--- config.mk ---
export PLATFORM = sky130hd
export DESIGN_NAME = hpd_dsp_port
export DESIGN_NICKNAME = d
export VERILOG_FILES = /design/src/core/hpd_pkg.sv /design/src/core/hpd_pair_buffer.sv /design/src/core/hpd_dsp_port.sv
export SDC_FILE = /design/constraint.sdc
export NUM_CORES = 1
export LEC_CHECK = 0
export BUFFER_PORTS_ARGS = -buffer_cell sky130_fd_sc_hd__clkbuf_2
export CAP_MARGIN = 20
export CORE_UTILIZATION = 55
export CTS_CLUSTER_SIZE = 14
export DETAILED_ROUTE_END_ITERATION = 6
export GPL_TIMING_DRIVEN = 0
export PLACE_DENSITY = 0.78
export SYNTH_ARGS = -nofsm -noshare
export SYNTH_HDL_FRONTEND = slang
export SYNTH_SLANG_ARGS = --single-unit
--- constraint.sdc ---
create_clock -name mclk -period 2.05 [get_ports mclk]
set_clock_uncertainty 0.15 [all_clocks]
set_input_delay 0 -clock mclk [delete_from_list [all_inputs] [get_ports mclk]]
set_output_delay 0 -clock mclk [all_outputs]
set_load 0.05 [all_outputs]
--- src/core/hpd_pkg.sv ---
// processor-side host port constants: word offsets, bit positions, reset values
// assumes a processor bus that selects one of three words with a two-bit address
package hpd_pkg;
   localparam int         DATA_W       = 24;
   localparam int         REG_W        = 8;
   localparam int         SYNC_W       = 8;
   // word offsets seen by the processor
   localparam logic [1:0] ADDR_CONTROL = 2'h0;
   localparam logic [1:0] ADDR_STATUS  = 2'h1;
   localparam logic [1:0] ADDR_DATA    = 2'h2;
   // control bit positions
   localparam int         CTL_RX_IE    = 0;
   localparam int         CTL_TX_IE    = 1;
   localparam int         CTL_CMD_IE   = 2;
   localparam int         CTL_FLAG_A   = 3;
   localparam int         CTL_FLAG_B   = 4;
   localparam logic [7:0] CTL_WR_MASK  = 8'h1F;
   // status bit positions
   localparam int         STS_RX_FULL  = 0;
   localparam int         STS_TX_EMPTY = 1;
   localparam int         STS_CMD_PEND = 2;
   localparam int         STS_FLAG_A   = 3;
   localparam int         STS_FLAG_B   = 4;
   localparam int         STS_DMA      = 7;
   // synchroniser lane positions
   localparam int         SY_TX_EMPTY  = 0;
   localparam int         SY_RX_FULL   = 1;
   localparam int         SY_CMD_REQ   = 2;
   localparam int         SY_FLAG_A    = 3;
   localparam int         SY_FLAG_B    = 4;
   localparam int         SY_DMA_A     = 5;
   localparam int         SY_DMA_B     = 6;
   localparam int         SY_INIT_TGL  = 7;
   // reset values and buffer depth
   localparam logic [7:0] CONTROL_RST  = 8'h00;
   localparam logic       TX_EMPTY_RST = 1'b1;
   localparam logic       RX_FULL_RST  = 1'b0;
   localparam logic [1:0] BUF_DEPTH    = 2'h2;
endpackage

--- src/core/hpd_pair_buffer.sv ---
// two-entry buffer with valid/ready on both sides; head word comes from a register
// assumes producer and consumer share mclk
`timescale 1ns/1ps
module hpd_pair_buffer (
   input  wire logic                        mclk,     // clock
   input  wire logic                        rst,      // sync reset
   input  wire logic                        clr,      // flush
   input  wire logic [hpd_pkg::DATA_W-1:0]  inData,   // word in
   input  wire logic                        inValid,  // word offered
   output logic                             inReady,  // room for a word
   output logic      [hpd_pkg::DATA_W-1:0]  outData,  // head word
   output logic                             outValid, // head valid
   input  wire logic                        outReady  // consumer takes head
);
   logic [hpd_pkg::DATA_W-1:0] head_reg, head_next;
   logic [hpd_pkg::DATA_W-1:0] tail_reg, tail_next;
   logic [1:0]                 count_reg, count_next;
   logic                       push, pop;

   assign inReady  = (count_reg != hpd_pkg::BUF_DEPTH);
   assign outValid = (count_reg != 2'h0);
   assign outData  = head_reg;
   assign push     = inValid && inReady;
   assign pop      = outValid && outReady;

   always_comb
   begin
      head_next  = head_reg;
      tail_next  = tail_reg;
      count_next = count_reg;
      if (clr)
      begin
         count_next = 2'h0;
      end
      else
      begin
         if (pop)
         begin
            head_next = tail_reg;
         end
         if (push)
         begin
            if (count_reg == 2'h0 || (count_reg == 2'h1 && pop))
               head_next = inData;
            else
               tail_next = inData;
         end
         count_next = count_reg + {1'b0, push} - {1'b0, pop};
      end
   end

   always_ff @(posedge mclk)
   begin
      if (rst)
      begin
         head_reg  <= 24'h00_0000;
         tail_reg  <= 24'h00_0000;
         count_reg <= 2'h0;
      end
      else
      begin
         head_reg  <= head_next;
         tail_reg  <= tail_next;
         count_reg <= count_next;
      end
   end
endmodule

--- src/core/hpd_dsp_port.sv ---
// processor-side control, status and data word logic of the byte-wide host port
// assumes host-side levels are asynchronous and held stable; host data stable while its empty flag is low
//
// Behaviour
// control register is eight bits, processor read/write, low byte, upper bits zero
// control bits 5 to 7 read zero; software writes zeros there
// hardware and software reset clear the whole control register
// receive interrupt requested while its enable and receive-word-full are set
// transmit interrupt requested while its enable and transmit-word-empty are set
// command interrupt requested while enabled and command pending; host supplies vector
// control bits 3 and 4 are flags shown to host; resets clear them; here only hardware and software reset clear them
// the four general flags never raise any interrupt
// status register is eight bits, read-only, low byte, upper bits zero
// receive-word-full set on host bytes move, cleared by reading the word
// receive-word-full also cleared by host initialize and all four resets
// transmit-word-empty set on move to host, cleared by writing the word
// transmit-word-empty also set by host initialize and all four resets
// command pending mirrors host command request; all resets clear it
// taking the command exception clears request and pending
// status bits 3 and 4 show host flags; all resets clear them
// status bits 5 and 6 read zero
// status bit 7 set while either host DMA mode bit is set
// hardware and software reset disable the port, pins become inputs
// processor sees control, status and shared data words, data 24 bits
// host addresses eight byte locations and combines bytes into words
// host bytes load receive word only when host empty and full both clear
// transmit word moves to host only when empty and host full both clear
// each host-driven status level synchronised separately into mclk
// each interrupt request is the level AND of enable and status
`timescale 1ns/1ps
module hpd_dsp_port (
   input  wire logic        mclk,             // 200 MHz clock
   input  wire logic        rst,              // hardware reset, sync, high
   input  wire logic        swReset,          // software reset pulse
   input  wire logic        stopReset,        // stop reset pulse
   input  wire logic        portSelect,       // port B host function selected, low is individual reset
   input  wire logic        cpuSel,           // processor access strobe
   input  wire logic        cpuWr,            // 1 write, 0 read
   input  wire logic [1:0]  cpuAddr,          // word select
   input  wire logic [23:0] cpuWdata,         // write data
   output logic      [23:0] cpuRdata,         // read data, one cycle after strobe
   input  wire logic        cmdExcTaken,      // command exception taken pulse
   output logic             rxIrq,            // receive data interrupt level
   output logic             txIrq,            // transmit data interrupt level
   output logic             cmdIrq,           // command interrupt level
   output logic      [6:0]  cmdVectorOut,     // service vector for command interrupt
   output logic             portEnable,       // host function active, else pins are inputs
   input  wire logic        hostTxEmpty,      // host transmit bytes empty (async)
   input  wire logic        hostRxFull,       // host receive bytes full (async)
   input  wire logic        commandRequest,   // host command request (async)
   input  wire logic [6:0]  commandVector,    // host command vector (async, stable with request)
   input  wire logic        hostFlagA,        // host-to-processor flag a (async)
   input  wire logic        hostFlagB,        // host-to-processor flag b (async)
   input  wire logic        hostDmaModeA,     // host dma mode a (async)
   input  wire logic        hostDmaModeB,     // host dma mode b (async)
   input  wire logic        hostInitToggle,   // toggles once per host initialize
   input  wire logic [23:0] hostTxBytes,      // host transmit bytes (async)
   output logic             hostTxTaken,      // pulse: host bytes taken, host sets its empty flag
   output logic      [23:0] hostRxBytes,      // word for host receive bytes
   output logic             hostRxLoad,       // pulse: host loads receive bytes, sets its full flag
   output logic             cmdClear,         // pulse: host clears its command request
   output logic             dspFlagA,         // processor-to-host flag a
   output logic             dspFlagB          // processor-to-host flag b
);
   logic [7:0]  sync1_reg, sync2_reg, sync3_reg;
   logic [23:0] dataS1_reg, dataS2_reg;
   logic [6:0]  vecS1_reg, vecS2_reg;
   logic [7:0]  dsp_control_reg, control_next;
   logic        rxWordFull_reg, rxWordFull_next;
   logic        txWordEmpty_reg, txWordEmpty_next;
   logic        rxWait_reg, rxWait_next;
   logic        txWait_reg, txWait_next;
   logic        cmdHold_reg, cmdHold_next;
   logic [23:0] dspRxWord_reg, dspRxWord_next;
   logic [23:0] dspTxWord_reg, dspTxWord_next;
   logic [23:0] cpuRdata_reg, cpuRdata_next;
   logic        rxIrq_reg, txIrq_reg, cmdIrq_reg;
   logic [6:0]  cmdVector_reg;
   logic        portEnable_reg, portEnable_next;
   logic        hostTxTaken_reg, hostTxTaken_next;
   logic        hostRxLoad_reg, hostRxLoad_next;
   logic [23:0] hostRxBytes_reg, hostRxBytes_next;
   logic        cmdClear_reg, cmdClear_next;
   logic [7:0]  dsp_status_reg;
   logic        fullClr, statusClr, hostInit, commandPending;
   logic        cpuWrCtl, cpuWrData, cpuRdData, rxMove, txMove;
   logic        bufInReady, bufOutValid, bufOutReady;
   logic [23:0] bufOutData;

   // two-flop synchronisers; third stage feeds the init edge detect
   always_ff @(posedge mclk)
   begin
      if (rst)
      begin
         sync1_reg  <= 8'h00;
         sync2_reg  <= 8'h00;
         sync3_reg  <= 8'h00;
         dataS1_reg <= 24'h00_0000;
         dataS2_reg <= 24'h00_0000;
         vecS1_reg  <= 7'h00;
         vecS2_reg  <= 7'h00;
      end
      else
      begin
         sync1_reg  <= {hostInitToggle, hostDmaModeB, hostDmaModeA, hostFlagB, hostFlagA,
                        commandRequest, hostRxFull, hostTxEmpty};
         sync2_reg  <= sync1_reg;
         sync3_reg  <= sync2_reg;
         dataS1_reg <= hostTxBytes;
         dataS2_reg <= dataS1_reg;
         vecS1_reg  <= commandVector;
         vecS2_reg  <= vecS1_reg;
      end
   end

   assign fullClr   = rst || swReset;
   assign statusClr = fullClr || stopReset || !portSelect;
   assign hostInit  = sync2_reg[hpd_pkg::SY_INIT_TGL] ^ sync3_reg[hpd_pkg::SY_INIT_TGL];
   assign cpuWrCtl  = cpuSel && cpuWr && (cpuAddr == hpd_pkg::ADDR_CONTROL);
   assign cpuWrData = cpuSel && cpuWr && (cpuAddr == hpd_pkg::ADDR_DATA);
   assign cpuRdData = cpuSel && !cpuWr && (cpuAddr == hpd_pkg::ADDR_DATA);
   // pending drops once the exception is taken
   assign commandPending = sync2_reg[hpd_pkg::SY_CMD_REQ] && !cmdHold_reg && !statusClr;
   // host word moves only with both flags clear
   assign rxMove = !sync2_reg[hpd_pkg::SY_TX_EMPTY] && !rxWordFull_reg && !rxWait_reg && !statusClr;
   // transmit word enters the buffer only with both flags clear
   assign txMove = !txWordEmpty_reg && !sync2_reg[hpd_pkg::SY_RX_FULL] && bufInReady && !statusClr;
   // buffer releases once host full is seen clear
   assign bufOutReady = !sync2_reg[hpd_pkg::SY_RX_FULL] && !txWait_reg && !hostRxLoad_reg;

   always_comb
   begin
      dsp_status_reg = 8'h00;
      dsp_status_reg[hpd_pkg::STS_RX_FULL]  = rxWordFull_reg;
      dsp_status_reg[hpd_pkg::STS_TX_EMPTY] = txWordEmpty_reg;
      dsp_status_reg[hpd_pkg::STS_CMD_PEND] = commandPending;
      dsp_status_reg[hpd_pkg::STS_FLAG_A]   = sync2_reg[hpd_pkg::SY_FLAG_A] && !statusClr;
      dsp_status_reg[hpd_pkg::STS_FLAG_B]   = sync2_reg[hpd_pkg::SY_FLAG_B] && !statusClr;
      dsp_status_reg[hpd_pkg::STS_DMA]      = (sync2_reg[hpd_pkg::SY_DMA_A] || sync2_reg[hpd_pkg::SY_DMA_B])
                                              && !statusClr;
   end

   always_comb
   begin
      control_next     = dsp_control_reg;
      rxWordFull_next  = rxWordFull_reg;
      txWordEmpty_next = txWordEmpty_reg;
      rxWait_next      = rxWait_reg;
      txWait_next      = txWait_reg;
      cmdHold_next     = cmdHold_reg;
      dspRxWord_next   = dspRxWord_reg;
      dspTxWord_next   = dspTxWord_reg;
      cpuRdata_next    = 24'h00_0000;
      hostTxTaken_next = 1'b0;
      hostRxLoad_next  = 1'b0;
      hostRxBytes_next = hostRxBytes_reg;
      cmdClear_next    = 1'b0;
      portEnable_next  = portSelect;
      // processor reads, low byte only for control and status
      if (cpuSel && !cpuWr)
      begin
         if (cpuAddr == hpd_pkg::ADDR_CONTROL)
            cpuRdata_next = {16'h0000, dsp_control_reg};
         else if (cpuAddr == hpd_pkg::ADDR_STATUS)
            cpuRdata_next = {16'h0000, dsp_status_reg};
         else if (cpuAddr == hpd_pkg::ADDR_DATA)
            cpuRdata_next = dspRxWord_reg;
         else
            cpuRdata_next = 24'h00_0000;
      end
      if (cpuWrCtl)
      begin
         control_next = cpuWdata[7:0] & hpd_pkg::CTL_WR_MASK;
      end
      // receive path
      if (cpuRdData)
      begin
         rxWordFull_next = 1'b0;
      end
      if (rxMove)
      begin
         dspRxWord_next   = dataS2_reg;
         rxWordFull_next  = 1'b1;
         hostTxTaken_next = 1'b1;
         rxWait_next      = 1'b1;
      end
      if (rxWait_reg && sync2_reg[hpd_pkg::SY_TX_EMPTY])
      begin
         rxWait_next = 1'b0;
      end
      // transmit path
      if (cpuWrData)
      begin
         dspTxWord_next   = cpuWdata;
         txWordEmpty_next = 1'b0;
      end
      if (txMove)
      begin
         txWordEmpty_next = 1'b1;
      end
      if (bufOutValid && bufOutReady)
      begin
         hostRxBytes_next = bufOutData;
         hostRxLoad_next  = 1'b1;
         txWait_next      = 1'b1;
      end
      if (txWait_reg && sync2_reg[hpd_pkg::SY_RX_FULL])
      begin
         txWait_next = 1'b0;
      end
      // command exception clears the host request and holds pending low until it falls
      if (cmdExcTaken && commandPending)
      begin
         cmdHold_next  = 1'b1;
         cmdClear_next = 1'b1;
      end
      else if (cmdHold_reg && !sync2_reg[hpd_pkg::SY_CMD_REQ])
      begin
         cmdHold_next = 1'b0;
      end
      // host initialize: set wins over a same-cycle processor write
      if (hostInit)
      begin
         rxWordFull_next  = rxMove;
         txWordEmpty_next = 1'b1;
      end
      if (statusClr)
      begin
         rxWordFull_next  = hpd_pkg::RX_FULL_RST;
         txWordEmpty_next = hpd_pkg::TX_EMPTY_RST;
         rxWait_next      = 1'b0;
         txWait_next      = 1'b0;
         cmdHold_next     = 1'b0;
      end
      if (fullClr)
      begin
         control_next    = hpd_pkg::CONTROL_RST;
         portEnable_next = 1'b0;
      end
   end

   always_ff @(posedge mclk)
   begin
      if (rst)
      begin
         dsp_control_reg <= hpd_pkg::CONTROL_RST;
         rxWordFull_reg  <= hpd_pkg::RX_FULL_RST;
         txWordEmpty_reg <= hpd_pkg::TX_EMPTY_RST;
         rxWait_reg      <= 1'b1;
         txWait_reg      <= 1'b0;
         cmdHold_reg     <= 1'b0;
         dspRxWord_reg   <= 24'h00_0000;
         dspTxWord_reg   <= 24'h00_0000;
         cpuRdata_reg    <= 24'h00_0000;
         hostTxTaken_reg <= 1'b0;
         hostRxLoad_reg  <= 1'b0;
         hostRxBytes_reg <= 24'h00_0000;
         cmdClear_reg    <= 1'b0;
         portEnable_reg  <= 1'b0;
         rxIrq_reg       <= 1'b0;
         txIrq_reg       <= 1'b0;
         cmdIrq_reg      <= 1'b0;
         cmdVector_reg   <= 7'h00;
      end
      else
      begin
         dsp_control_reg <= control_next;
         rxWordFull_reg  <= rxWordFull_next;
         txWordEmpty_reg <= txWordEmpty_next;
         rxWait_reg      <= rxWait_next;
         txWait_reg      <= txWait_next;
         cmdHold_reg     <= cmdHold_next;
         dspRxWord_reg   <= dspRxWord_next;
         dspTxWord_reg   <= dspTxWord_next;
         cpuRdata_reg    <= cpuRdata_next;
         hostTxTaken_reg <= hostTxTaken_next;
         hostRxLoad_reg  <= hostRxLoad_next;
         hostRxBytes_reg <= hostRxBytes_next;
         cmdClear_reg    <= cmdClear_next;
         portEnable_reg  <= portEnable_next;
         // flags feed no request term
         rxIrq_reg       <= dsp_control_reg[hpd_pkg::CTL_RX_IE] && rxWordFull_reg;
         txIrq_reg       <= dsp_control_reg[hpd_pkg::CTL_TX_IE] && txWordEmpty_reg;
         cmdIrq_reg      <= dsp_control_reg[hpd_pkg::CTL_CMD_IE] && commandPending;
         cmdVector_reg   <= vecS2_reg;
      end
   end

   hpd_pair_buffer u_txBuf (
      .mclk     (mclk),
      .rst      (rst),
      .clr      (statusClr),
      .inData   (dspTxWord_reg),
      .inValid  (txMove),
      .inReady  (bufInReady),
      .outData  (bufOutData),
      .outValid (bufOutValid),
      .outReady (bufOutReady)
   );

   assign cpuRdata     = cpuRdata_reg;
   assign rxIrq        = rxIrq_reg;
   assign txIrq        = txIrq_reg;
   assign cmdIrq       = cmdIrq_reg;
   assign cmdVectorOut = cmdVector_reg;
   assign portEnable   = portEnable_reg;
   assign hostTxTaken  = hostTxTaken_reg;
   assign hostRxBytes  = hostRxBytes_reg;
   assign hostRxLoad   = hostRxLoad_reg;
   assign cmdClear     = cmdClear_reg;
   assign dspFlagA     = dsp_control_reg[hpd_pkg::CTL_FLAG_A];
   assign dspFlagB     = dsp_control_reg[hpd_pkg::CTL_FLAG_B];
endmodule

=== Word level (Yosys, flattened, before mapping) ===
Index checks and enable logic that the tools add are counted.

* Register bits after elaboration: 256
* Input bits: 73
* Output and inout bits: 64
* Word-level logic and storage cells: 118

* $add $sub $neg: 2
* Equality and inequality tests: 4
* Mux-type cells: 17
* Bitwise logic cells: 5
* Reduce and logical (&&, ||, !) cells: 59

{| class="wikitable"
|+ Operator list
! kind !! count
|-
| 24-bit 2-to-1 mux || 3
|-
| 1-bit logical AND || 28
|-
| 8-bit 2-to-1 mux || 2
|-
| 1-bit logical NOT || 12
|-
| 1-bit 2-to-1 mux || 11
|-
| 3-bit nonzero test || 2
|-
| 2-bit OR reduction || 3
|-
| 3-bit OR reduction || 2
|-
| 1-bit logical OR || 5
|-
| 5-bit 2-to-1 mux || 1
|-
| 5-bit OR reduction || 1
|-
| 2-bit by 1-bit equality test with 1-bit output, second input constant || 2
|-
| 2-bit logical NOT || 2
|-
| 1-bit inverter || 4
|-
| 2-bit nonzero test || 2
|-
| 4-bit OR reduction || 1
|-
| 3-bit AND reduction || 1
|-
| 2-bit by 1-bit adder with 2-bit output || 1
|-
| 2-bit equality test, second input constant || 1
|-
| 2-bit != test, second input constant || 1
|-
| 2-bit by 1-bit subtractor with 2-bit output || 1
|-
| 1-bit XOR || 1
|}

=== Logic depth before layout (Yosys ltp) ===
Gate-level depths: netlist of run 1.

* Word-level depth: 8
* Gate-level depth with buffers: 8
* Mapped depth without buffers: 6

=== Modules after synthesis ===
Synthesis of run 1 repeated with hierarchy kept, for this count alone.

* Cells, all modules: 908
* Area total of the unflattened synthesis: 8639.5 um2

{| class="wikitable"
|+ Modules (own cells, without submodules)
! module !! instances !! cells each !! area an instance (um2) !! sequential area each (um2)
|-
| hpd_dsp_port || 1 || 637 || 6321.1 || 3983.8
|-
| hpd_pair_buffer || 1 || 271 || 2318.5 || 1001.0
|}

=== Worst setup path after synthesis of run 1 ===
No wires, ideal clock.

* Path type: register to register
* Start point: register hostRxLoad_reg (netlist: hostRxLoad)
* End point: register u_txBuf.tail_reg[0] (netlist name)
* Library setup time: 0.070 ns
* Arrival: 1.814 ns
* Data required time: 1.830 ns
* Path slack: 0.015 ns
* Cell stages (with the launch flop): 7
* Buffers on the path: 2
* Period minus slack after synthesis: 2.035 ns
* Path through: dfxtp_1 or3_1 clkbuf_1 o2111ai_1 clkbuf_1 nand2_1 a21oi_1

* Word-level cells in the longest chain between the ends: 7

{| class="wikitable"
|+ RTL lines
! what !! RTL line !! RTL
|-
| from (decl) || hpd_dsp_port.sv:81 || <nowiki>logic hostRxLoad_reg, hostRxLoad_next;</nowiki>
|-
| from (signal assigned) || hpd_dsp_port.sv:277 || <nowiki>hostRxLoad_reg <= hostRxLoad_next;</nowiki>
|-
| 1-bit logical NOT || hpd_dsp_port.sv:129 || <nowiki>assign bufOutReady = !sync2_reg[hpd_pkg::SY_RX_FULL] && !txWait_reg && !hostRxLoad_reg;</nowiki>
|-
| 1-bit logical AND || hpd_dsp_port.sv:129 ||
|-
| 1-bit logical AND || hpd_pair_buffer.sv:24 || <nowiki>assign pop = outValid && outReady;</nowiki>
|-
| 1-bit logical AND || hpd_pair_buffer.sv:43 || <nowiki>if (count_reg == 2'h0 || (count_reg == 2'h1 && pop))</nowiki>
|-
| 1-bit logical OR || hpd_pair_buffer.sv:43 ||
|-
| 1-bit inverter (no line) || -- ||
|-
| 3-bit AND reduction (no line) || -- ||
|-
| to (signal assigned) || hpd_pair_buffer.sv:63 || <nowiki>tail_reg <= tail_next;</nowiki>
|-
| to (decl) || hpd_pair_buffer.sv:16 || <nowiki>logic [hpd_pkg::DATA_W-1:0] tail_reg, tail_next;</nowiki>
|}

No other way between the ends.
A chain may end at the register's enable or synchronous reset.

=== Worst setup path in the final report of run 1 ===
* Start point: register txWordEmpty_reg
* End point: register u_txBuf.head_reg, in the netlist u_txBuf.outData[22]

* Word-level cells in the longest chain between the ends: 6

{| class="wikitable"
|+ RTL lines
! what !! RTL line !! RTL
|-
| from (decl) || hpd_dsp_port.sv:70 || <nowiki>logic txWordEmpty_reg, txWordEmpty_next;</nowiki>
|-
| from (signal assigned) || hpd_dsp_port.sv:248 || <nowiki>txWordEmpty_reg <= hpd_pkg::TX_EMPTY_RST;</nowiki>
|-
| from (signal assigned) || hpd_dsp_port.sv:269 || <nowiki>txWordEmpty_reg <= txWordEmpty_next;</nowiki>
|-
| 1-bit logical NOT || hpd_dsp_port.sv:127 || <nowiki>assign txMove = !txWordEmpty_reg && !sync2_reg[hpd_pkg::SY_RX_FULL] && bufInReady && !statusClr;</nowiki>
|-
| 1-bit logical AND (3 in a row) || hpd_dsp_port.sv:127 ||
|-
| 1-bit logical AND || hpd_pair_buffer.sv:23 || <nowiki>assign push = inValid && inReady;</nowiki>
|-
| 24-bit 2-to-1 mux || hpd_pair_buffer.sv:41 || <nowiki>if (push)</nowiki>
|-
| to (signal assigned) || hpd_pair_buffer.sv:62 || <nowiki>head_reg <= head_next;</nowiki>
|-
| to (decl) || hpd_pair_buffer.sv:15 || <nowiki>logic [hpd_pkg::DATA_W-1:0] head_reg, head_next;</nowiki>
|}

No other way between the ends.

==> results of run 1 <==
==> cell type report <==
| class | instances | area, sq um |
|---|---|---|
| Sequential cell | 249 | 4985 |
| Clock buffer | 36 | 726.9 |
| Clock inverter | 7 | 115.1 |
| Tap cell | 180 | 225.2 |
| Buffer | 56 | 265.3 |
| Inverter | 29 | 113.9 |
| Fill cell | 911 | 3206 |
| Timing Repair Buffer | 235 | 1677 |
| Multi-Input combinational cell | 527 | 2783 |
==> metal layers <==
metal  up-vias  part of all wire [%]
li1       3343                     -
met1      3159                    39
met2       349                    49
met3        72                   8.3
met4         0                   3.6
met5         -                     0
==> path summary, 6_finish.rpt <==
kind / startpoint / to / slack [ns] / cells past startpoint
setup / recovery: txWordEmpty_reg$_SDFFE_PP1P_ / u_txBuf.outData[22]$_SDFFE_PP0N_ / -0.03 / 5
hold / removal: stopReset / cmdIrq$_SDFF_PP0_ / -0.004 / 5
setup reg to reg: txWordEmpty_reg$_SDFFE_PP1P_ / u_txBuf.outData[22]$_SDFFE_PP0N_ / -0.03 / 5
hold reg to reg: dataS2_reg[12]$_SDFF_PP0_ / dspRxWord_reg[12]$_SDFFE_PP0P_ / 0.28 / 2
==> tightest hold or removal path, cell delays in order <==
cell and delay (ns):
sky130_fd_sc_hd__clkbuf_2 0.10, sky130_fd_sc_hd__or4b_4 0.12, sky130_fd_sc_hd__buf_6 0.14, sky130_fd_sc_hd__nor3_1 0.08, sky130_fd_sc_hd__and2_1 0.16
==> cells in the mapped netlist, drive strengths merged <==
cell type,instances
nand3,4
nand2,199
and3,2
o31ai,1
or2,1
o2111a,1
clkinv,1
a221oi,25
nor3b,3
buf,6
o22ai,24
mux2i,7
nand3b,1
o211ai,1
nor2,21
a21o,2
nand2b,3
xor2,2
or4,1
o311ai,1
and2,21
nor4b,1
o2111ai,1
nor2b,89
or4b,1
clkbuf,52
inv,28
dfxtp,249
ha,1
o21ai,4
nor3,4
a21oi,104
or3,2
==> report_power, final <==
group	switching [mW]	internal, mW
sequential	0.0298	4.93
combinational	0.239	0.233
clock	1.78	2.82
==> through the flow <==
step	instance area [sq um]	hold slack, ns	utilization, %	std cells	worst slack [ns]
2_1_floorplan	8065	-0.03778	-	863	0.01520
5_1_grt	10890	0.01247	77.26	1319	-0.08266
6_report	10890	-0.004173	77.26	1319	-0.03338
4_1_cts	10820	-0.08985	76.74	1320	0.005577
3_3_place_gp	8961	0.05790	63.57	1177	-0.1792
3_5_place_dp	8961	0.06293	63.57	1177	-0.2275
==> cell usage in the layout (no fill, tap or decap), drive strengths merged, types with 2 or more instances in the layout <==
master	netlist	routed
a21o	2	2
a21oi	104	104
a221oi	25	25
and2	21	21
and3	2	2
buf	6	10
bufinv	0	3
clkbuf	52	219
clkinv	1	3
clkinvlp	0	2
dfxtp	249	249
dlygate4sd3	0	97
inv	28	28
mux2i	7	7
nand2	199	199
nand2b	3	3
nand3	4	4
nor2	21	21
nor2b	89	89
nor3	4	4
nor3b	3	3
o21ai	4	4
o22ai	24	24
or3	2	2
xor2	2	2
==> cells by family after synthesis <==
| logic type | count (synthesis) | synth area share, % |
|---|---|---|
| buffers and inverters | 87 | 4.359 |
| and+or+nand+nor | 353 | 20.59 |
| xor gates and xnor gates | 2 | 0.2172 |
| AOI/OAI and AO/OA | 164 | 12.01 |
| DFF | 249 | 61.81 |
| adders and majority gates | 1 | 0.1551 |
| muxes | 7 | 0.8688 |
==> repair_timing <==
item                                    4_1_cts  5_1_grt
hold buffers                                 97        1
hold endpoints to repair                     86        4
gates resized for setup                      10       32
endpoints found under the setup margin       60       87
buffers inserted                              3        0
pin swaps                                     1        0
==> report_table.html, run 1 <==
<table>
<tr><th>Metric</th><th>Value</th></tr>
<tr><th colspan="2">Outcome</th></tr>
<tr><td>Status</td><td>complete, but fails checks</td></tr>
<tr><td>Violated checks</td><td>hold timing, setup timing</td></tr>
<tr><th colspan="2">Global route</th></tr>
<tr><td>GR Util All Layers</td><td>27.55%</td></tr>
<tr><td>Initial antenna violation count</td><td>0</td></tr>
<tr><td>Met2 Track Usage GR</td><td>47.93%</td></tr>
<tr><td>Global routing met1 resource utilization</td><td>32.66%</td></tr>
<tr><td>Pin count of the biggest net entering global routing</td><td>15</td></tr>
<tr><td>Gr busiest metal</td><td>met2</td></tr>
<tr><td>Via count of the first global-routing pass</td><td>6724</td></tr>
<tr><td>Global-route congestion overflow total</td><td>0</td></tr>
<tr><td>Met3 Usage GRT</td><td>5.950%</td></tr>
<tr><td>Global-route wire length before repair</td><td>32.43 mm</td></tr>
<tr><th colspan="2">Setup path</th></tr>
<tr><td>Worst-path fanout max</td><td>10</td></tr>
<tr><td>Family with the most delay on the worst path</td><td>compound AO/OA/AOI/OAI gates</td></tr>
<tr><td>Library cell contributing the largest single delay on the critical path</td><td>sky130_fd_sc_hd__dfxtp_1</td></tr>
<tr><td>Critical Setup Path Class</td><td>flip-flop to flip-flop</td></tr>
<tr><td>CP endpoint kind</td><td>flip-flop</td></tr>
<tr><td>Arrival time worst endpoint</td><td>2.33 ns</td></tr>
<tr><td>Count of buffer and inverter cells on the critical path</td><td>1</td></tr>
<tr><td>Max stage delay on crit path</td><td>0.39 ns</td></tr>
<tr><td>Required time worst endpoint</td><td>2.30 ns</td></tr>
<tr><td>Cells traversed along the worst timing path</td><td>nor2_2 &gt; nand3b_1 &gt; a21o_1 &gt; clkbuf_2 &gt; a221oi_1</td></tr>
<tr><td>Kind of start point of the critical path</td><td>flip-flop</td></tr>
<tr><th colspan="2">STA</th></tr>
<tr><td>Number of max-slew violations in the final report</td><td>0</td></tr>
<tr><td>Hold Vio Cnt, Final</td><td>2</td></tr>
<tr><td>Hold Slack</td><td>-0.004173 ns</td></tr>
<tr><td>Slew at the pin closest to its max-slew limit</td><td>0.6383 ns</td></tr>
<tr><td>Headroom to the max-slew limit</td><td>57.44%</td></tr>
<tr><td>Final setup TNS</td><td>-0.09526 ns</td></tr>
<tr><td>Setup slack after layout</td><td>-0.03338 ns</td></tr>
<tr><td>Upper clock frequency limit</td><td>0.4800 GHz</td></tr>
<tr><td>RSZ-0062 raised after global routing</td><td>true</td></tr>
<tr><td>Final worst path period need</td><td>2.083 ns</td></tr>
<tr><td>Fin crit share</td><td>101.6%</td></tr>
<tr><td>Final setup violation count</td><td>5</td></tr>
<tr><th colspan="2">Floorplanning</th></tr>
<tr><td>Width of the die</td><td>123.1 microns</td></tr>
<tr><td>Die Span Y</td><td>123.1 microns</td></tr>
<tr><td>Number of top-level pins</td><td>137</td></tr>
<tr><td>Starting density of the core</td><td>57.22%</td></tr>
<tr><td>Cell row count</td><td>43</td></tr>
<tr><td>Total die area</td><td>15150 sq um</td></tr>
<tr><td>Area of the core</td><td>14100 sq um</td></tr>
<tr><th colspan="2">Place</th></tr>
<tr><td>Placer Congestion</td><td>0.8000</td></tr>
<tr><td>Estimated wirelength of the detail-placed design</td><td>12.05 mm</td></tr>
<tr><td>Input/output buffers</td><td>134</td></tr>
<tr><th colspan="2">Route</th></tr>
<tr><td>Final routed wirelength across all metal layers</td><td>20.74 mm</td></tr>
<tr><td>Number of violations reported at the end of detailed-routing iteration 0</td><td>531</td></tr>
<tr><td>Wirelength per Cell</td><td>15.73 microns</td></tr>
<tr><td>Post-DR vias/cell</td><td>5.249</td></tr>
<tr><td>Number of antenna-violating nets in the routed design</td><td>0</td></tr>
<tr><td>Remaining design rule violation count</td><td>0</td></tr>
<tr><td>Count of vias placed by the detailed router</td><td>6923</td></tr>
<tr><td>Number of iterations in the first detailed-routing pass</td><td>5</td></tr>
<tr><th colspan="2">Logic synthesis</th></tr>
<tr><td>Summed instance area of the synthesized netlist</td><td>8065 sq um</td></tr>
<tr><td>Yosys top cell by area</td><td>sky130_fd_sc_hd__dfxtp_1</td></tr>
<tr><td>Sequential cell area fraction in the yosys report</td><td>61.81%</td></tr>
<tr><td>Top-area cell type share of the netlist area</td><td>61.81%</td></tr>
<tr><td>Synthesis Warnings</td><td>0</td></tr>
<tr><td>Synthesized instance count</td><td>863</td></tr>
<tr><td>Number of different library cells in the post-synthesis netlist</td><td>35</td></tr>
<tr><td>Dominant cells by area after synthesis</td><td>sky130_fd_sc_hd__dfxtp_1, sky130_fd_sc_hd__nand2_1, sky130_fd_sc_hd__nor2b_1</td></tr>
<tr><td>Yosys reg bits</td><td>249</td></tr>
<tr><td>Avg Inst Size Synth</td><td>9.346 sq um</td></tr>
<tr><td>Syn nets</td><td>937</td></tr>
<tr><th colspan="2">CTS</th></tr>
<tr><td>Worst-skew pair later-pin latency</td><td>0.50 ns</td></tr>
<tr><td>Clock slew seen by the registers of the worst setup and hold paths</td><td>0.06 ns</td></tr>
<tr><td>Sinks on Clock Net</td><td>249</td></tr>
<tr><td>Level count of the clock H-tree</td><td>1</td></tr>
<tr><td>Clock buffers created by TritonCTS</td><td>24</td></tr>
<tr><td>Cell at the root of the clock tree</td><td>sky130_fd_sc_hd__clkbuf_16</td></tr>
<tr><td>Maximum clock insertion buffer count</td><td>3</td></tr>
<tr><td>CTS tree</td><td>built</td></tr>
<tr><th colspan="2">Power and ir drop</th></tr>
<tr><td>Total leakage power</td><td>4.345 nW</td></tr>
<tr><td>Design Power</td><td>10.03 mW</td></tr>
<tr><td>Worst IR drop on VDD</td><td>704.6 uV</td></tr>
<tr><td>Power per unit of standard cell area</td><td>921.3 nW/um^2</td></tr>
<tr><th colspan="2">Run</th></tr>
<tr><td>Count of max-cap constraint violations</td><td>0</td></tr>
<tr><th colspan="2">Cells and area</th></tr>
<tr><td>Diode count</td><td>0</td></tr>
<tr><td>Layout Nets</td><td>1196</td></tr>
<tr><td>Share of post-route cells with drive strength above 1</td><td>18.17%</td></tr>
<tr><td>Post-synthesis to final-layout area growth</td><td>35.03%</td></tr>
<tr><th colspan="2">Worst hold path</th></tr>
<tr><td>Type of the most critical hold path</td><td>primary input to flip-flop</td></tr>
</table>
No activity file was read; power rests on OpenSTA's default activity.
==> inputs of run 2 (changes only) <==
PLACE_DENSITY = 0.81   (was 0.78)
==> run 2 against run 1 <==
The run ends with hold timing left. Maximum frequency rose by 5.0%. Setup slack better by 0.098 ns. Non-clock buffer count shrank 5. First-iteration DRC count shrank 1.7%.
==> report_table.html, run 2 (synthesized netlist as in run 1, its figures left out) <==
<table>
<tr><th>Metric</th><th>Value</th></tr>
<tr><th colspan="2">Outcome</th></tr>
<tr><td>Status</td><td>complete, but fails checks</td></tr>
<tr><td>Violated checks</td><td>hold timing</td></tr>
<tr><th colspan="2">Worst hold path</th></tr>
<tr><td>Type of the most critical hold path</td><td>primary input to flip-flop</td></tr>
<tr><th colspan="2">Power and ir drop</th></tr>
<tr><td>Internal power</td><td>7.514 mW</td></tr>
<tr><td>Total leakage power</td><td>4.247 nW</td></tr>
<tr><td>Worst IR drop on VDD</td><td>626.9 uV</td></tr>
<tr><td>Power per unit of standard cell area</td><td>884.4 nW/um^2</td></tr>
<tr><td>Portion of total power attributed to the clock network</td><td>42.7%</td></tr>
<tr><td>Psw</td><td>1.946 mW</td></tr>
<tr><td>Power share of the sequential group</td><td>52.4%</td></tr>
<tr><td>Switching Share</td><td>20.57%</td></tr>
<tr><td>Combinational share of power</td><td>4.9%</td></tr>
<tr><th colspan="2">Setup path</th></tr>
<tr><td>Crit Reg-Reg Startpoint</td><td>sync2_reg[1]$_SDFF_PP0_</td></tr>
<tr><td>Max stage delay on crit path</td><td>0.36 ns</td></tr>
<tr><td>Library cell contributing the largest single delay on the critical path</td><td>sky130_fd_sc_hd__dfxtp_1</td></tr>
<tr><td>Length in cells of the worst reg-to-reg path</td><td>6</td></tr>
<tr><td>Launching instance or port of the critical path</td><td>sync2_reg[1]$_SDFF_PP0_</td></tr>
<tr><td>Cells traversed along the worst timing path</td><td>or3_1 &gt; clkbuf_1 &gt; nor2_2 &gt; clkbuf_4 &gt; nand2_1 &gt; a21oi_1</td></tr>
<tr><td>Required time worst endpoint</td><td>2.33 ns</td></tr>
<tr><td>R2r setup slk</td><td>0.07 ns</td></tr>
<tr><td>End point of the critical path</td><td>hostRxBytes[19]$_SDFFE_PP0P_</td></tr>
<tr><td>CP endpoint kind</td><td>flip-flop</td></tr>
<tr><td>Arrival time worst endpoint</td><td>2.26 ns</td></tr>
<tr><td>Critical Setup Path Class</td><td>flip-flop to flip-flop</td></tr>
<tr><td>Reg2Reg Capture Point</td><td>hostRxBytes[19]$_SDFFE_PP0P_</td></tr>
<tr><td>Kind of start point of the critical path</td><td>flip-flop</td></tr>
<tr><td>Worst-path fanout max</td><td>10</td></tr>
<tr><th colspan="2">Floorplanning</th></tr>
<tr><td>Width of the die</td><td>123.1 microns</td></tr>
<tr><td>Total die area</td><td>15150 sq um</td></tr>
<tr><td>Number of top-level pins</td><td>137</td></tr>
<tr><td>Starting density of the core</td><td>57.22%</td></tr>
<tr><td>Die Span Y</td><td>123.1 microns</td></tr>
<tr><td>Area of the core</td><td>14100 sq um</td></tr>
<tr><td>Cell row count</td><td>43</td></tr>
<tr><th colspan="2">Global route</th></tr>
<tr><td>Global-route wire length before repair</td><td>32.80 mm</td></tr>
<tr><td>Global-route congestion overflow total</td><td>0</td></tr>
<tr><td>GR Util All Layers</td><td>27.83%</td></tr>
<tr><td>Initial antenna violation count</td><td>0</td></tr>
<tr><td>Pin count of the biggest net entering global routing</td><td>15</td></tr>
<tr><td>Via count of the first global-routing pass</td><td>6781</td></tr>
<tr><th colspan="2">Cells and area</th></tr>
<tr><td>Highest-count cells in the layout ignoring fill and taps</td><td>sky130_fd_sc_hd__dfxtp_1, sky130_fd_sc_hd__nand2_1, sky130_fd_sc_hd__clkbuf_2</td></tr>
<tr><td>Number of cells in the finished layout apart from fillers</td><td>1307</td></tr>
<tr><td>Layout Nets</td><td>1191</td></tr>
<tr><td>FILL cells</td><td>886</td></tr>
<tr><td>Diode count</td><td>0</td></tr>
<tr><td>Most common library cell in the layout ignoring fill and taps</td><td>sky130_fd_sc_hd__dfxtp_1</td></tr>
<tr><td>Post-synthesis to final-layout area growth</td><td>32.62%</td></tr>
<tr><td>Share of post-route cells with drive strength above 1</td><td>17.57%</td></tr>
<tr><th colspan="2">Place</th></tr>
<tr><td>Placed cells</td><td>1177</td></tr>
<tr><td>Estimated wirelength of the detail-placed design</td><td>11.98 mm</td></tr>
<tr><td>Input/output buffers</td><td>134</td></tr>
<tr><td>Placer Congestion</td><td>0.8354</td></tr>
<tr><th colspan="2">Route</th></tr>
<tr><td>Count of vias placed by the detailed router</td><td>6870</td></tr>
<tr><td>Remaining design rule violation count</td><td>0</td></tr>
<tr><td>Wirelength per Cell</td><td>15.86 microns</td></tr>
<tr><td>Number of antenna-violating nets in the routed design</td><td>0</td></tr>
<tr><td>Final routed wirelength across all metal layers</td><td>20.73 mm</td></tr>
<tr><td>Number of violations reported at the end of detailed-routing iteration 0</td><td>522</td></tr>
<tr><td>Number of iterations in the first detailed-routing pass</td><td>5</td></tr>
<tr><td>Post-DR vias/cell</td><td>5.256</td></tr>
<tr><th colspan="2">CTS</th></tr>
<tr><td>Maximum clock insertion buffer count</td><td>3</td></tr>
<tr><td>Cell at the root of the clock tree</td><td>sky130_fd_sc_hd__clkbuf_16</td></tr>
<tr><td>Level count of the clock H-tree</td><td>1</td></tr>
<tr><td>CTS tree</td><td>built</td></tr>
<tr><td>Clock buffers created by TritonCTS</td><td>24</td></tr>
<tr><td>Sinks on Clock Net</td><td>249</td></tr>
<tr><td>Clock slew seen by the registers of the worst setup and hold paths</td><td>0.06 ns</td></tr>
<tr><td>Worst-skew pair later-pin latency</td><td>0.51 ns</td></tr>
<tr><th colspan="2">STA</th></tr>
<tr><td>Headroom to the max-slew limit</td><td>57.73%</td></tr>
<tr><td>Fin crit share</td><td>96.83%</td></tr>
<tr><td>Final worst path period need</td><td>1.985 ns</td></tr>
<tr><td>Final setup violation count</td><td>0</td></tr>
<tr><td>Number of max-slew violations in the final report</td><td>0</td></tr>
<tr><td>RSZ-0062 raised after global routing</td><td>true</td></tr>
<tr><td>Upper clock frequency limit</td><td>0.5038 GHz</td></tr>
<tr><td>Slew at the pin closest to its max-slew limit</td><td>0.6341 ns</td></tr>
<tr><td>Hold Vio Cnt, Final</td><td>1</td></tr>
<tr><td>Hold Slack</td><td>-0.01842 ns</td></tr>
<tr><td>Final setup TNS</td><td>0 ns</td></tr>
<tr><th colspan="2">Run</th></tr>
<tr><td>Count of max-cap constraint violations</td><td>0</td></tr>
</table>
run 2: cell types whose count changed in the layout (fill, tap and decap cells not counted), moves of 2 or more:
cell / before / now
sky130_fd_sc_hd__nor2_4: 0 / 2
sky130_fd_sc_hd__clkbuf_8: 6 / 1
sky130_fd_sc_hd__buf_2: 3 / 5
sky130_fd_sc_hd__clkinvlp_4: 2 / 0
sky130_fd_sc_hd__clkbuf_2: 145 / 142
sky130_fd_sc_hd__dlygate4sd3_1: 97 / 94
sky130_fd_sc_hd__bufinv_16: 3 / 1
sky130_fd_sc_hd__clkinv_2: 2 / 4
run 2: through the flow:
stage	area [sq um]	setup WS [ns]	util [%]	total power [mW]	hold WS (ns)
2_1_floorplan	8065	0.01520	-	5.239	-0.03778
6_report	10700	0.06504	75.88	9.460	-0.01842
4_1_cts	10640	0.03117	75.51	9.462	0.01174
3_3_place_gp	8961	-0.1937	63.57	5.368	0.05640
5_1_grt	10700	-0.01223	75.88	9.752	0.006160
3_5_place_dp	8961	-0.2205	63.57	5.376	0.06196
run 2: routing by layer:
metal | vias up | part of all wire, % | track usage, %
met1 | 3112 | 38 | 33.14
met4 | 0 | 4.5 | 14.23
met2 | 349 | 49 | 46.98
met3 | 83 | 8.5 | 6.458
li1 | 3326 | - | -
met5 | - | 0 | 0
run 2: final cells by class:
class                      count  area, sq um  share of cell area [%]
clock buffer                  31        658.1                   6.153
inverter                      29        113.9                   1.064
timing repair buffer         230         1627                   15.21
tap                          180        225.2                   2.106
multi-input combinational    527         2784                   26.03
sequential                   249         4986                   46.61
clock inverter                 5        50.05                  0.4679
buffer                        56        252.7                   2.363
run 2: what timing repair did:
| action | CTS | global route |
|---|---|---|
| buffers inserted | 2 | 0 |
| pin swaps | 1 | 0 |
| endpoints found under the setup margin | 55 | 69 |
| endpoints found under the hold margin | 86 | 0 |
| hold buffers | 94 | 0 |
| gates resized for setup | 8 | 34 |
run 2: power by group through the flow:
stage | clock network [mW] | registers (mW) | logic [mW]
6_report | 4.04 | 4.96 | 0.462
5_1_grt | 4.29 | 4.97 | 0.495
4_1_cts | 4.07 | 4.96 | 0.436
3_5_place_dp | 0 | 5.06 | 0.312
3_3_place_gp | 0 | 5.06 | 0.307
2_1_floorplan | 0 | 5.08 | 0.163
run 2: worst min-delay path by stage:
stage | start | end | slack (ns) | cells after the start
2_1_floorplan | portSelect | portEnable$_SDFF_PP0_ | -0.04 | 2
6_report | cpuAddr[1] | cpuRdata[7]$_SDFF_PP0_ | -0.02 | 4
4_1_cts | cpuAddr[1] | cpuRdata[7]$_SDFF_PP0_ | 0.01 | 4
3_5_place_dp | hostTxBytes[2] | dataS1_reg[2]$_SDFF_PP0_ | 0.06 | 2
3_3_place_gp | commandVector[6] | vecS1_reg[6]$_SDFF_PP0_ | 0.06 | 2
5_1_grt | cpuAddr[1] | cpuRdata[7]$_SDFF_PP0_ | 0.006 | 4
run 2: worst max-delay path: cells and delay by family, from the launching register on:
kind / cells / cell delay, ns
buffers and inverters: 2 / 0.48
DFF: 1 / 0.36
AOI/OAI and AO/OA: 1 / 0.17
and+or+nand+nor: 3 / 0.75
==> inputs of run 3 (changes only) <==
ABC_AREA = 1   (was default)
CORE_UTILIZATION = 56   (was 55)
PLACE_DENSITY = 0.82   (was 0.81)
==> run 3 against run 2 <==
The flow finishes with violations (DRC). Power rose by 8.0%. Via count is 12% higher. Non-clock buffer count up 7. Highest routed layer unchanged. Synthesized area grew 7.0%. Flip-flop and latch count unchanged. Count of clock-buffer cells in the layout is 3 higher.
==> report_table.html, run 3 <==
<table>
<tr><th>Metric</th><th>Value</th></tr>
<tr><th colspan="2">Outcome</th></tr>
<tr><td>Status</td><td>complete, but fails checks</td></tr>
<tr><td>Violated checks</td><td>DRC</td></tr>
<tr><th colspan="2">Setup path</th></tr>
<tr><td>Count of buffer and inverter cells on the critical path</td><td>4</td></tr>
<tr><td>Length in cells of the worst reg-to-reg path</td><td>7</td></tr>
<tr><td>Critical Setup Path Class</td><td>primary input to flip-flop</td></tr>
<tr><td>Library cell contributing the largest single delay on the critical path</td><td>sky130_fd_sc_hd__dlygate4sd3_1</td></tr>
<tr><td>Required time worst endpoint</td><td>2.35 ns</td></tr>
<tr><td>R2r setup slk</td><td>0.13 ns</td></tr>
<tr><td>CP endpoint kind</td><td>flip-flop</td></tr>
<tr><td>Crit Reg-Reg Startpoint</td><td>txWait_reg$_SDFFE_PP0P_</td></tr>
<tr><td>Kind of start point of the critical path</td><td>primary input</td></tr>
<tr><td>Worst-path fanout max</td><td>4</td></tr>
<tr><td>Family with the most delay on the worst path</td><td>buffers and inverters</td></tr>
<tr><td>Cells traversed along the worst timing path</td><td>dlygate4sd3_1 &gt; clkbuf_2 &gt; nor2_4 &gt; o21ai_0 &gt; dlygate4sd3_1 &gt; a21oi_1 &gt; dlygate4sd3_1</td></tr>
<tr><td>Max stage delay on crit path</td><td>0.59 ns</td></tr>
<tr><td>Levels on crit path</td><td>7</td></tr>
<tr><td>Most common cell on crit path</td><td>sky130_fd_sc_hd__dlygate4sd3_1</td></tr>
<tr><td>Reg2Reg Capture Point</td><td>u_txBuf.outData[3]$_SDFFE_PP0N_</td></tr>
<tr><td>Arrival time worst endpoint</td><td>2.26 ns</td></tr>
<tr><th colspan="2">Cells and area</th></tr>
<tr><td>Summed area of non-filler cells in the final layout</td><td>11350 sq um</td></tr>
<tr><td>Final core utilization</td><td>74.94%</td></tr>
<tr><td>Layout Nets</td><td>1415</td></tr>
<tr><td>Share of post-route cells with drive strength above 1</td><td>15.76%</td></tr>
<tr><td>Number of cells in the finished layout apart from fillers</td><td>1546</td></tr>
<tr><td>Post-synthesis to final-layout area growth</td><td>31.54%</td></tr>
<tr><td>Highest-count cells in the layout ignoring fill and taps</td><td>sky130_fd_sc_hd__dfxtp_1, sky130_fd_sc_hd__nor2_1, sky130_fd_sc_hd__inv_1</td></tr>
<tr><td>Most common library cell in the layout ignoring fill and taps</td><td>sky130_fd_sc_hd__dfxtp_1</td></tr>
<tr><td>Diode count</td><td>0</td></tr>
<tr><th colspan="2">Floorplanning</th></tr>
<tr><td>Area of the core</td><td>15150 sq um</td></tr>
<tr><td>Die Span Y</td><td>126.1 microns</td></tr>
<tr><td>Total die area</td><td>15910 sq um</td></tr>
<tr><td>Cell row count</td><td>45</td></tr>
<tr><td>Width of the die</td><td>126.1 microns</td></tr>
<tr><td>Starting density of the core</td><td>56.97%</td></tr>
<tr><td>Number of top-level pins</td><td>137</td></tr>
<tr><th colspan="2">STA</th></tr>
<tr><td>RSZ-0062 raised after global routing</td><td>false</td></tr>
<tr><td>Setup slack after layout</td><td>0.09016 ns</td></tr>
<tr><td>Final worst path period need</td><td>1.960 ns</td></tr>
<tr><td>Number of max-slew violations in the final report</td><td>0</td></tr>
<tr><td>Hold Slack</td><td>0.03589 ns</td></tr>
<tr><td>Hold Vio Cnt, Final</td><td>0</td></tr>
<tr><td>Fin crit share</td><td>95.60%</td></tr>
<tr><td>Headroom to the max-slew limit</td><td>55.82%</td></tr>
<tr><td>Final setup violation count</td><td>0</td></tr>
<tr><td>Slew at the pin closest to its max-slew limit</td><td>0.6627 ns</td></tr>
<tr><td>Final setup TNS</td><td>0 ns</td></tr>
<tr><td>Upper clock frequency limit</td><td>0.5102 GHz</td></tr>
<tr><th colspan="2">Logic synthesis</th></tr>
<tr><td>Top-area cell type share of the netlist area</td><td>57.77%</td></tr>
<tr><td>Synthesis Warnings</td><td>0</td></tr>
<tr><td>Synthesized instance count</td><td>1085</td></tr>
<tr><td>Yosys top cell by area</td><td>sky130_fd_sc_hd__dfxtp_1</td></tr>
<tr><td>Summed instance area of the synthesized netlist</td><td>8628 sq um</td></tr>
<tr><td>Share of synthesized registers carrying an async set or reset</td><td>0%</td></tr>
<tr><td>Avg Inst Size Synth</td><td>7.952 sq um</td></tr>
<tr><td>Post-synth EDFFs</td><td>0</td></tr>
<tr><td>Yosys reg bits</td><td>249</td></tr>
<tr><td>Synth top cells by count</td><td>sky130_fd_sc_hd__dfxtp_1, sky130_fd_sc_hd__nor2_1, sky130_fd_sc_hd__inv_1</td></tr>
<tr><td>Dominant cells by area after synthesis</td><td>sky130_fd_sc_hd__dfxtp_1, sky130_fd_sc_hd__nor2_1, sky130_fd_sc_hd__inv_1</td></tr>
<tr><td>Sequential cell area fraction in the yosys report</td><td>57.77%</td></tr>
<tr><td>Synth Flop Type</td><td>sky130_fd_sc_hd__dfxtp_1</td></tr>
<tr><td>Syn nets</td><td>1159</td></tr>
<tr><td>Most instantiated library cell after synthesis</td><td>sky130_fd_sc_hd__dfxtp_1</td></tr>
<tr><td>Number of different library cells in the post-synthesis netlist</td><td>26</td></tr>
<tr><th colspan="2">Power and ir drop</th></tr>
<tr><td>Design Power</td><td>10.21 mW</td></tr>
<tr><td>Power share of the sequential group</td><td>48.7%</td></tr>
<tr><td>Power per unit of standard cell area</td><td>900.0 nW/um^2</td></tr>
<tr><td>Worst IR drop on VDD</td><td>749.8 uV</td></tr>
<tr><td>Combinational share of power</td><td>5.2%</td></tr>
<tr><td>Psw</td><td>2.119 mW</td></tr>
<tr><td>Portion of total power attributed to the clock network</td><td>46.0%</td></tr>
<tr><td>Total leakage power</td><td>5.146 nW</td></tr>
<tr><td>Switching Share</td><td>20.75%</td></tr>
<tr><td>Internal power</td><td>8.095 mW</td></tr>
<tr><th colspan="2">Route</th></tr>
<tr><td>Number of violations reported at the end of detailed-routing iteration 0</td><td>619</td></tr>
<tr><td>Count of vias placed by the detailed router</td><td>7673</td></tr>
<tr><td>Number of iterations in the first detailed-routing pass</td><td>7</td></tr>
<tr><td>Wirelength per Cell</td><td>14.20 microns</td></tr>
<tr><td>Final routed wirelength across all metal layers</td><td>21.96 mm</td></tr>
<tr><td>Number of antenna-violating nets in the routed design</td><td>0</td></tr>
<tr><td>Post-DR vias/cell</td><td>4.963</td></tr>
<tr><td>Remaining design rule violation count</td><td>2</td></tr>
<tr><th colspan="2">CTS</th></tr>
<tr><td>Sinks on Clock Net</td><td>249</td></tr>
<tr><td>Level count of the clock H-tree</td><td>1</td></tr>
<tr><td>Maximum clock insertion buffer count</td><td>3</td></tr>
<tr><td>Clock slew seen by the registers of the worst setup and hold paths</td><td>0.06 ns</td></tr>
<tr><td>Cells resized by post-CTS repair</td><td>0</td></tr>
<tr><td>CTS tree</td><td>built</td></tr>
<tr><td>Clock buffers created by TritonCTS</td><td>24</td></tr>
<tr><td>Cell at the root of the clock tree</td><td>sky130_fd_sc_hd__clkbuf_16</td></tr>
<tr><td>Worst-skew pair later-pin latency</td><td>0.51 ns</td></tr>
<tr><th colspan="2">Place</th></tr>
<tr><td>Placed cells</td><td>1409</td></tr>
<tr><td>Input/output buffers</td><td>136</td></tr>
<tr><td>Setup slack after placement</td><td>0.1556 ns</td></tr>
<tr><td>Estimated wirelength of the detail-placed design</td><td>13.65 mm</td></tr>
<tr><td>Placed Instance Area</td><td>9544 sq um</td></tr>
<tr><td>Placer Congestion</td><td>0.8818</td></tr>
<tr><th colspan="2">Global route</th></tr>
<tr><td>Global-route congestion overflow total</td><td>0</td></tr>
<tr><td>Via count of the first global-routing pass</td><td>7420</td></tr>
<tr><td>Pin count of the biggest net entering global routing</td><td>15</td></tr>
<tr><td>Initial antenna violation count</td><td>0</td></tr>
<tr><td>GR Util All Layers</td><td>27.77%</td></tr>
<tr><td>Global-route wire length before repair</td><td>35.20 mm</td></tr>
<tr><th colspan="2">Worst hold path</th></tr>
<tr><td>Destination of the worst hold path</td><td>u_txBuf.outData[10]$_SDFFE_PP0N_</td></tr>
<tr><td>Type of the most critical hold path</td><td>primary input to flip-flop</td></tr>
<tr><td>Number of cells traversed by the worst hold path</td><td>3</td></tr>
<tr><td>Origin of the worst min-delay path</td><td>rst</td></tr>
<tr><th colspan="2">Run</th></tr>
<tr><td>Count of max-cap constraint violations</td><td>0</td></tr>
</table>
[run 3: changes by cell type after synthesis, sizes merged, moves of 23 or more]
cell / previous run / this run
o22ai: 24 / 0
nor2b: 89 / 0
inv: 28 / 159
a221oi: 25 / 0
nand2: 199 / 87
buf: 6 / 29
nand3: 4 / 57
nor2: 21 / 252
o21ai: 4 / 105
[run 3: per-layer routing]
layer,part of all wire (%),GRT usage [%],wire length [microns]
met5,0,0,0
met4,3.2,11.34,699
met3,6.1,4.418,1337
met2,51,51.51,11110
met1,40,31.60,8812
[run 3: area by class of cell]
| class | instances | area (sq um) |
|---|---|---|
| repair buffers | 230 | 1632 |
| fillers | 1092 | 3796 |
| clock inverters | 9 | 145.1 |
| plain buffers | 63 | 307.8 |
| inverters | 159 | 596.8 |
| clock buffers | 34 | 709.4 |
| multi-input cells | 614 | 2739 |
| flip-flops and latches | 249 | 4985 |
| well taps | 188 | 235.2 |
[run 3: logic make-up (layout without fill, tap and decap cells)]
group,after synthesis,count (layout),share of synthesized area (%)
simple gates,402,402,19.04
flops,249,249,57.77
buf+inv,222,495,10.48
compound gates,210,210,12.46
fa+ha+maj,1,1,0.1450
xor+xnor,1,1,0.1015
[run 3: repair_timing]
action / in CTS / in global routing
buffers inserted: 0 / 1
hold endpoints to repair: 112 / 0
endpoints found under the setup margin: 0 / 10
hold buffers: 94 / 0
[run 3: worst max-delay path by stage]
stage	startpoint	endpoint	slack (ns)
2_1_floorplan	hostRxLoad$_SDFF_PP0_	u_txBuf.tail_reg[0]$_SDFFE_PP0P_	0.27
3_3_place_gp	sync2_reg[1]$_SDFF_PP0_	u_txBuf.outData[3]$_SDFFE_PP0N_	0.21
3_5_place_dp	sync2_reg[1]$_SDFF_PP0_	u_txBuf.outData[3]$_SDFFE_PP0N_	0.16
4_1_cts	swReset	cpuRdata[3]$_SDFF_PP0_	0.03
5_1_grt	u_txBuf.count_reg[0]$_SDFF_PP0_	u_txBuf.count_reg[1]$_SDFF_PP0_	0.01
6_report	swReset	dsp_control_reg[2]$_SDFFE_PP0P_	0.09
[run 3: worst reg2reg max path, stage by stage, from the launching register on]
cell and delay [ns]:
sky130_fd_sc_hd__dfxtp_1 0.33, sky130_fd_sc_hd__nor2_1 0.16, sky130_fd_sc_hd__nand2_1 0.17, sky130_fd_sc_hd__o21bai_4 0.29
sky130_fd_sc_hd__buf_2 0.27, sky130_fd_sc_hd__nand3_1 0.10, sky130_fd_sc_hd__a21oi_1 0.28, sky130_fd_sc_hd__nor2_1 0.06
[run 3: power by group through the flow]
stage	combinational (mW)	sequential, mW	clock [mW]
2_1_floorplan	0.208	5.10	0
3_5_place_dp	0.380	5.08	0
6_report	0.535	4.98	4.70
4_1_cts	0.516	4.97	4.73
3_3_place_gp	0.370	5.08	0
5_1_grt	0.587	4.98	4.95
